--- src/rtl/qbp_regs.svh ---
// Constants for the quasi-bidirectional port bit logic.
`ifndef QBP_REGS_SVH
`define QBP_REGS_SVH

// Oscillator periods in one machine cycle: six states of two phases.
`define QBP_OSC_PER_CYCLE 12
// Value loaded into every port latch by reset.
`define QBP_LATCH_RESET 8'hFF
// Value forced into the port zero latch during external accesses.
`define QBP_EXT_FILL 8'hFF
// Boost pullup on-time in oscillator periods after a latch rise.
`define QBP_BOOST_OSC_PERIODS 2
// One clk edge is one oscillator period, so the count equals the time.
`define QBP_BOOST_CYCLES (`QBP_BOOST_OSC_PERIODS * 1)
// Port indices inside the arrays.
`define QBP_PORT0 0
`define QBP_PORT1 1
`define QBP_PORT2 2
`define QBP_PORT3 3

`endif

--- src/rtl/qbp_pkg.sv ---
// Types shared by the port bit logic modules.
package qbp_pkg;

  // Machine-cycle state, each split into phase one and phase two.
  typedef enum logic [2:0] {
    QBP_ST1,
    QBP_ST2,
    QBP_ST3,
    QBP_ST4,
    QBP_ST5,
    QBP_ST6
  } qbp_state_e;

  typedef logic [7:0] qbp_byte_t;

endpackage

--- src/rtl/qbp_cycle_timer.sv ---
// Machine-cycle state and phase sequencer for the port bit logic.
`timescale 1ns/100ps
`default_nettype none

module qbp_cycle_timer (
  input wire logic clk,
  input wire logic arst_n,
  output logic phase_one,
  output logic state_one_phase_one,
  output logic state_one_phase_two,
  output logic state_six_phase_two
);

  qbp_pkg::qbp_state_e state;
  qbp_pkg::qbp_state_e next_state;
  logic phase_two;
  logic next_phase_two;

  // Each clk edge is one oscillator period; phase two ends a state.
  always_comb begin
    next_phase_two = ~phase_two;
    next_state = state;
    if (phase_two) begin
      case (state)
        qbp_pkg::QBP_ST1: next_state = qbp_pkg::QBP_ST2;
        qbp_pkg::QBP_ST2: next_state = qbp_pkg::QBP_ST3;
        qbp_pkg::QBP_ST3: next_state = qbp_pkg::QBP_ST4;
        qbp_pkg::QBP_ST4: next_state = qbp_pkg::QBP_ST5;
        qbp_pkg::QBP_ST5: next_state = qbp_pkg::QBP_ST6;
        qbp_pkg::QBP_ST6: next_state = qbp_pkg::QBP_ST1;
        default: next_state = qbp_pkg::QBP_ST1;
      endcase
    end
  end

  // Reset starts the sequence at the first phase of state one.
  always_ff @(posedge clk or negedge arst_n) begin
    if (!arst_n) begin
      state <= qbp_pkg::QBP_ST1;
      phase_two <= 1'b0;
    end else begin
      state <= next_state;
      phase_two <= next_phase_two;
    end
  end

  // Decoded phase markers, each high for one oscillator period.
  assign phase_one = ~phase_two;
  assign state_one_phase_one = (state == qbp_pkg::QBP_ST1) & ~phase_two;
  assign state_one_phase_two = (state == qbp_pkg::QBP_ST1) & phase_two;
  assign state_six_phase_two = (state == qbp_pkg::QBP_ST6) & phase_two;

endmodule

`default_nettype wire

--- src/rtl/qbp_ports.sv ---
// Bit latches, read paths and pin drivers of four 8-bit I/O ports.
`timescale 1ns/100ps
`default_nettype none
`include "qbp_regs.svh"

module qbp_ports #(
  parameter int WIDTH = 8,
  parameter int NPORTS = 4
) (
  input wire logic clk,
  input wire logic arst_n,
  input wire logic [3:0] wr_latch,
  input wire logic [7:0] wr_data,
  input wire logic [3:0] bit_wr,
  input wire logic [2:0] bit_idx,
  input wire logic bit_val,
  input wire logic [3:0] rd_latch,
  input wire logic [3:0] rd_pin,
  output logic [7:0] rd_data,
  output logic rd_valid,
  output logic state_six_phase_two,
  input wire logic ext_active,
  input wire logic ext_addr16,
  input wire logic [7:0] addr_hi,
  input wire logic [7:0] ad_out,
  input wire logic ad_drive,
  output logic [7:0] ad_in,
  input wire logic [7:0] alt_out,
  output logic [7:0] alt_in,
  input wire logic [7:0] port0_pin_in,
  output logic [7:0] port0_pin_out,
  output logic [7:0] port0_pin_oe,
  input wire logic [7:0] port1_pin_in,
  output logic [7:0] port1_pin_out,
  output logic [7:0] port1_pin_oe,
  output logic [7:0] port1_keeper_pullup,
  output logic [7:0] port1_hold_pullup,
  input wire logic [7:0] port2_pin_in,
  output logic [7:0] port2_pin_out,
  output logic [7:0] port2_pin_oe,
  output logic [7:0] port2_keeper_pullup,
  output logic [7:0] port2_hold_pullup,
  input wire logic [7:0] port3_pin_in,
  output logic [7:0] port3_pin_out,
  output logic [7:0] port3_pin_oe,
  output logic [7:0] port3_keeper_pullup,
  output logic [7:0] port3_hold_pullup
);

  logic phase_one;
  logic state_one_phase_one;
  logic state_one_phase_two;

  // Machine-cycle sequencer gives the phase enables.
  qbp_cycle_timer u_timer (
    .clk(clk),
    .arst_n(arst_n),
    .phase_one(phase_one),
    .state_one_phase_one(state_one_phase_one),
    .state_one_phase_two(state_one_phase_two),
    .state_six_phase_two(state_six_phase_two)
  );

  // Replace one bit of a byte, as the bit operations do.
  function automatic logic [WIDTH-1:0] set_bit(
    input logic [WIDTH-1:0] value,
    input logic [2:0] idx,
    input logic bv
  );
    logic [WIDTH-1:0] res;
    res = value;
    res[idx] = bv;
    return res;
  endfunction

  logic [WIDTH-1:0] pin_in [NPORTS];
  assign pin_in[`QBP_PORT0] = port0_pin_in;
  assign pin_in[`QBP_PORT1] = port1_pin_in;
  assign pin_in[`QBP_PORT2] = port2_pin_in;
  assign pin_in[`QBP_PORT3] = port3_pin_in;

  // Latch state: the latch itself, a staged value and its pending flag.
  logic [WIDTH-1:0] port_latch [NPORTS];
  logic [WIDTH-1:0] next_port_latch [NPORTS];
  logic [WIDTH-1:0] staged [NPORTS];
  logic [WIDTH-1:0] next_staged [NPORTS];
  logic [NPORTS-1:0] pend;
  logic [NPORTS-1:0] next_pend;

  // Writes are staged and only land at state six phase two, so a port
  // write never changes a pin in the middle of a machine cycle.
  always_comb begin
    for (int p = 0; p < NPORTS; p++) begin
      next_staged[p] = staged[p];
      next_pend[p] = pend[p];
      next_port_latch[p] = port_latch[p];
      if (wr_latch[p]) begin
        next_staged[p] = wr_data;
        next_pend[p] = 1'b1;
      end
      if (bit_wr[p]) begin
        // Modify the newest byte, taken from the latch side.
        next_staged[p] = set_bit(pend[p] ? staged[p] : port_latch[p],
                                 bit_idx, bit_val);
        next_pend[p] = 1'b1;
      end
      if (state_six_phase_two && next_pend[p]) begin
        next_port_latch[p] = next_staged[p];
        next_pend[p] = 1'b0;
      end
    end
    if (ext_active) begin
      // Port zero latch is overwritten; port two latch is left alone.
      next_port_latch[`QBP_PORT0] = `QBP_EXT_FILL;
      next_pend[`QBP_PORT0] = 1'b0;
    end
  end

  always_ff @(posedge clk or negedge arst_n) begin
    if (!arst_n) begin
      for (int p = 0; p < NPORTS; p++) begin
        port_latch[p] <= `QBP_LATCH_RESET;
        staged[p] <= `QBP_LATCH_RESET;
      end
      pend <= '0;
    end else begin
      port_latch <= next_port_latch;
      staged <= next_staged;
      pend <= next_pend;
    end
  end

  // Output buffer copies of the latches and boost state.
  logic [WIDTH-1:0] buf_q [NPORTS];
  logic [WIDTH-1:0] next_buf_q [NPORTS];
  logic [WIDTH-1:0] rise [NPORTS];
  logic [WIDTH-1:0] next_rise [NPORTS];
  logic [1:0] boost_cnt;
  logic [1:0] next_boost_cnt;

  // Buffers take the latch only in phase one and hold it through phase
  // two. A latch rise is caught at the state one sample and drives the
  // boost for the fixed count of oscillator periods.
  always_comb begin
    next_boost_cnt = boost_cnt;
    for (int p = 0; p < NPORTS; p++) begin
      next_buf_q[p] = buf_q[p];
      next_rise[p] = rise[p];
      if (phase_one) begin
        next_buf_q[p] = port_latch[p];
      end
      if (state_one_phase_one) begin
        next_rise[p] = ~buf_q[p] & port_latch[p];
      end
    end
    if (state_one_phase_one) begin
      next_boost_cnt = 2'(`QBP_BOOST_CYCLES);
    end else if (boost_cnt != 2'h0) begin
      next_boost_cnt = boost_cnt - 2'h1;
    end
  end

  always_ff @(posedge clk or negedge arst_n) begin
    if (!arst_n) begin
      for (int p = 0; p < NPORTS; p++) begin
        buf_q[p] <= `QBP_LATCH_RESET;
        rise[p] <= 8'h00;
      end
      boost_cnt <= 2'h0;
    end else begin
      buf_q <= next_buf_q;
      rise <= next_rise;
      boost_cnt <= next_boost_cnt;
    end
  end

  // Level each port wants on its pins, after bus and alternate muxing.
  logic [WIDTH-1:0] eff [NPORTS];
  logic [WIDTH-1:0] boost [NPORTS];
  logic two_addr;
  logic zero_bus;

  always_comb begin
    zero_bus = ext_active;
    two_addr = ext_active & ext_addr16;
    eff[`QBP_PORT0] = zero_bus ? ad_out : buf_q[`QBP_PORT0];
    eff[`QBP_PORT1] = buf_q[`QBP_PORT1];
    eff[`QBP_PORT2] = two_addr ? addr_hi : buf_q[`QBP_PORT2];
    // Latch zero forces low; latch one hands over to the alternate.
    eff[`QBP_PORT3] = buf_q[`QBP_PORT3] & alt_out;
    for (int p = 0; p < NPORTS; p++) begin
      boost[p] = (boost_cnt != 2'h0) ? (rise[p] & eff[p]) : 8'h00;
    end
    boost[`QBP_PORT0] = 8'h00;
  end

  // Registered pin drive. The hold pullup latches the one through the
  // pin feedback, so an external low or a pulldown drops it.
  logic [WIDTH-1:0] pin_out [NPORTS];
  logic [WIDTH-1:0] next_pin_out [NPORTS];
  logic [WIDTH-1:0] pin_oe [NPORTS];
  logic [WIDTH-1:0] next_pin_oe [NPORTS];
  logic [WIDTH-1:0] keeper [NPORTS];
  logic [WIDTH-1:0] next_keeper [NPORTS];
  logic [WIDTH-1:0] hold [NPORTS];
  logic [WIDTH-1:0] next_hold [NPORTS];

  always_comb begin
    for (int p = 0; p < NPORTS; p++) begin
      next_pin_out[p] = eff[p];
      // Strong drive: pulldown for zeros, boost for a rising one.
      next_pin_oe[p] = ~eff[p] | boost[p];
      next_keeper[p] = eff[p];
      next_hold[p] = (hold[p] | boost[p]) & eff[p] & pin_in[p];
    end
    if (two_addr) begin
      next_pin_oe[`QBP_PORT2] = 8'hFF;
    end
    // Port zero is open drain unless it carries the external bus.
    next_keeper[`QBP_PORT0] = 8'h00;
    next_hold[`QBP_PORT0] = 8'h00;
    if (zero_bus) begin
      next_pin_oe[`QBP_PORT0] = ad_drive ? 8'hFF : 8'h00;
    end else begin
      next_pin_oe[`QBP_PORT0] = ~buf_q[`QBP_PORT0];
    end
  end

  always_ff @(posedge clk or negedge arst_n) begin
    if (!arst_n) begin
      for (int p = 0; p < NPORTS; p++) begin
        pin_out[p] <= `QBP_LATCH_RESET;
        pin_oe[p] <= 8'h00;
        keeper[p] <= 8'h00;
        hold[p] <= 8'h00;
      end
    end else begin
      pin_out <= next_pin_out;
      pin_oe <= next_pin_oe;
      keeper <= next_keeper;
      hold <= next_hold;
    end
  end

  assign port0_pin_out = pin_out[`QBP_PORT0];
  assign port0_pin_oe = pin_oe[`QBP_PORT0];
  assign port1_pin_out = pin_out[`QBP_PORT1];
  assign port1_pin_oe = pin_oe[`QBP_PORT1];
  assign port1_keeper_pullup = keeper[`QBP_PORT1];
  assign port1_hold_pullup = hold[`QBP_PORT1];
  assign port2_pin_out = pin_out[`QBP_PORT2];
  assign port2_pin_oe = pin_oe[`QBP_PORT2];
  assign port2_keeper_pullup = keeper[`QBP_PORT2];
  assign port2_hold_pullup = hold[`QBP_PORT2];
  assign port3_pin_out = pin_out[`QBP_PORT3];
  assign port3_pin_oe = pin_oe[`QBP_PORT3];
  assign port3_keeper_pullup = keeper[`QBP_PORT3];
  assign port3_hold_pullup = hold[`QBP_PORT3];

  // Pins pass straight to the alternate inputs and the bus data input;
  // the latch state plays no part in them.
  assign alt_in = port3_pin_in;
  assign ad_in = port0_pin_in;

  // Read paths. The lowest numbered strobe wins if several are raised.
  logic [WIDTH-1:0] next_rd_data;
  logic next_rd_valid;

  always_comb begin
    next_rd_data = rd_data;
    next_rd_valid = 1'b0;
    for (int p = NPORTS - 1; p >= 0; p--) begin
      if (rd_latch[p]) begin
        next_rd_data = port_latch[p];
        next_rd_valid = 1'b1;
      end else if (rd_pin[p]) begin
        next_rd_data = pin_in[p];
        next_rd_valid = 1'b1;
      end
    end
  end

  always_ff @(posedge clk or negedge arst_n) begin
    if (!arst_n) begin
      rd_data <= 8'h00;
      rd_valid <= 1'b0;
    end else begin
      rd_data <= next_rd_data;
      rd_valid <= next_rd_valid;
    end
  end

endmodule

`default_nettype wire

--- config.mk ---
export PLATFORM = sky130hd
export DESIGN_NAME = qbp_ports
export DESIGN_NICKNAME = d
export VERILOG_FILES = /design/src/rtl/qbp_pkg.sv /design/src/rtl/qbp_cycle_timer.sv /design/src/rtl/qbp_ports.sv
export VERILOG_INCLUDE_DIRS = /design/src /design/src/rtl
export SDC_FILE = /design/constraint.sdc
export NUM_CORES = 1
export LEC_CHECK = 0
export ABC_AREA = 0
export BUFFER_PORTS_ARGS = -buffer_cell sky130_fd_sc_hd__buf_4
export CAP_MARGIN = 25
export CELL_PAD_IN_SITES_DETAIL_PLACEMENT = 1
export CELL_PAD_IN_SITES_GLOBAL_PLACEMENT = 2
export CORE_MARGIN = 2
export CORE_UTILIZATION = 39
export DETAILED_ROUTE_END_ITERATION = 8
export GPL_ROUTABILITY_DRIVEN = 0
export GPL_TIMING_DRIVEN = 0
export PLACE_DENSITY_LB_ADDON = 0.1
export SETUP_SLACK_MARGIN = 0.05
export SYNTH_ARGS = -nofsm -noshare
export SYNTH_HDL_FRONTEND = slang
export SYNTH_SLANG_ARGS = --single-unit
--- constraint.sdc ---
create_clock -name clk -period 2.6 [get_ports clk]
set_clock_uncertainty 0.05 [all_clocks]
set_input_delay 0 -clock clk [delete_from_list [all_inputs] [get_ports clk]]
set_output_delay 0 -clock clk [all_outputs]
set_load 0.02 [all_outputs]
==> impl_metrics.yaml <==
floorplan:
  core_um2: 27000
  die_area_um2: 28900
  die_h_um: 170
  start_util: 0.398
  io_pins: 227
  fp.dieW_um: 170
  num_rows: 60
logic_synthesis:
  synth_xor_area_frac: 0.000815
  syn_inst: 863
  async_flop_share: 1.00
  synth_top_area_cell: "dfstp_2"
  synth_edf_count: 0
  syn_area_um2: 10800
  yosys.area.top_type_share: 0.313
  synth_fp_nets: 953
  synth_compound_area_frac: 0.101
  synth_flop_cell: "dfstp_2"
  synth.distinct_cells: 50
  synthAdderAreaFrac: 0.00116
  synth_seq_area_share: 0.599
  ys_warn_count: 0
  synth_area_leaders: "dfstp_2 31%, dfrtp_1 29%, mux2_2 11%"
  ys_ff_latch: 251
  synth_top_family_by_area: "simple AND/OR/NAND/NOR gates"
  synth-simple-area-share: 0.140
  syn_area_per_cell_um2: 12.5
  synth.area.mux_share: 0.119
setup_path:
  start_kind: "flip-flop"
  crit_type: "reg -> reg"
  cp.arrival_ns: 2.93
  worstSetupEndpointType: "flip-flop"
  crit_fanout: 5
  critPathRequiredTime_ns: 3.02
  ff2ff_setup_slack_ns: 0.09
routing:
  drt_wl_total_mm: 35.0
  drc: 0
  drt_pass1_iterations: 4
  wire_per_inst_um: 22.1
  avgViaCountPerCell: 5.23
  ant_nets: 0
  drt-initial-drc-count: 373
  vias: 8299
global_route:
  grt_overflow: 0
  grt.total_usage: 0.245
  antenna_found_initial: 0
  grt_max_degree: 105
  grt_pass1_vias: 8943
  grt_pass1_wl_mm: 53.7
status:
  status: "finished clean"
pwr:
  p_leak_nw: 6.76
  p_per_area_nw_per_um2: 710
  ir_drop_mv: 0.445
  finalPower_w: 0.0106
finish:
  antenna_cells: 0
  fin_nets: 1317
  synthToLayoutAreaGrowth_pct: 39.2
  drive_gt1_frac: 0.443
sta:
  fmax_mhz: 399
  finalHoldViolations: 0
  tightest_slew_ns: 1.02
  setup_viol: 0
  period_minus_slack_ns: 2.51
  post-route-period-util: 0.965
  setup_ws_ns: 0.0907
  slew_headroom: 0.300
  maxSlewViolCount: 0
  rsz0062_at_grt: "false"
clock_network:
  cts_setup_buffers: 0
  cts_sinks: 251
  cts_tree: "done"
  clk_pin_slew_worst_paths_ns: 0.06
  cts-buffers-inserted: 28
  cts_max_level: 1
  clock_latency_ns: 0.54
  cts_root_buf: "clkbuf_16"
  cts_buffer_depth: 3
placement:
  dp_hpwl_mm: 24.5
  io_buffers: 219
  post-place-ws_ns: 0.341
worst_hold_path:
  hp-class: "in -> reg"
flow_run:
  max_cap_violations: 0
-- synthesized netlist by cell type, types with 2 or more instances --
| cell | number |
|---|---|
| dfstp_2 | 128 |
| dfrtp_1 | 123 |
| mux2_2 | 108 |
| nand2_1 | 77 |
| nor2b_1 | 46 |
| a31oi_1 | 33 |
| a211oi_1 | 32 |
| nand3b_1 | 31 |
| nand2b_1 | 28 |
| buf_2 | 23 |
| o21ai_0 | 21 |
| buf_4 | 20 |
| inv_1 | 20 |
| nor2_1 | 20 |
| a21oi_1 | 17 |
| o211a_1 | 16 |
| clkbuf_1 | 11 |
| and2_1 | 10 |
| nand3_1 | 10 |
| a221oi_1 | 9 |
| nor3_1 | 8 |
| o22a_1 | 8 |
| and3_1 | 7 |
| mux2i_1 | 6 |
| nor3b_1 | 6 |
| o221ai_1 | 6 |
| a2111oi_0 | 5 |
| nand4_1 | 3 |
| nand4b_1 | 3 |
| nor2_4 | 3 |
| o22ai_1 | 3 |
| buf_6 | 2 |
| nand4bb_1 | 2 |
| or3b_4 | 2 |
-- metrics by stage --
stage / utilization / area (um2) / hold slack (ns) / TNS (ns) / cells
2_1_floorplan: - / 10800 / -0.346 / 0 / 863
3_3_place_gp: 0.474 / 12800 / 0.185 / -67.49 / 1423
3_5_place_dp: 0.477 / 12900 / -0.0195 / 0 / 1426
4_1_cts: 0.554 / 15000 / 0.000652 / 0 / 1587
5_1_grt: 0.554 / 15000 / 0.0142 / 0 / 1587
6_report: 0.554 / 15000 / 0.0158 / 0 / 1587
-- cell type report --
class | instances | area (um2)
Buffer | 58 | 339
Clock buffer | 43 | 828
Clock inverter | 6 | 130
Fill cell | 2825 | 12100
Inverter | 21 | 78.8
Multi-Input combinational cell | 533 | 3890
Sequential cell | 251 | 6440
Tap cell | 341 | 427
Timing Repair Buffer | 334 | 2830
-- sequential cells by signal (all words and copies together) (netlist names), 24 cells and up --
register and cells:
buf_q 32, port_latch 32, rise 24, staged 32
-- worst max-delay path, cell delays in order, from the launching register on --
cell           delay [ns]
dfstp_2              0.60
mux2i_1              0.10
a2111oi_0            0.86
a221oi_1             0.11
a21oi_1              0.18
dlygate4sd3_1        0.56
-- timing repair --
item,CTS,global route
gates resized for setup,0,2
endpoints found under the setup margin,0,7
endpoints found under the hold margin,288,0
hold buffers,112,0
-- power by group --
group          internal, W  switching (W)
clock              0.00257        0.00154
sequential         0.00449       0.000293
combinational     0.000844       0.000889
-- cells by family (layout without fill, tap and decap cells) --
logic type | Yosys count | count (layout)
AO/OA/AOI/OAI | 154 | 154
XOR/XNOR | 1 | 1
adder cells (fa/ha/maj) | 1 | 1
buffers and inverters | 79 | 462
flip-flops | 251 | 251
multiplexers | 114 | 114
AND/OR/NAND/NOR | 263 | 263
-- cells in the final DEF, fill, tap and decap left out, types with 29 or more instances in the layout --
cell,instances
a31oi_1,33
clkbuf_16,29
dfstp_2,128
nand2_1,77
nor2b_1,46
mux2_2,108
dfrtp_1,123
a211oi_1,32
buf_4,238
nand3b_1,31
dlygate4sd3_1,112
-- worst paths after layout --
path	endpoint	startpoint	cells after the start
setup / recovery	rd_data[7]	port_latch[7]	5
hold / removal	staged[4]	bit_idx[1]	4
setup reg to reg	rd_data[7]	port_latch[7]	5
hold reg to reg	port1_pin_out[1]	buf_q[17]	0
max in group asynchronous	port1_pin_oe[5]	arst_n	4
min in group asynchronous	port1_hold_pullup[6]	arst_n	3
-- metal layers --
layer,global-route usage,share of wire,vias to the layer above
li1,-,-,3802
met1,0.333,0.45,4224
met2,0.414,0.48,216
met3,0.0305,0.039,57
met4,0.0676,0.029,0
met5,0,0,-
Note: power is estimated with default switching activity, not from simulation.
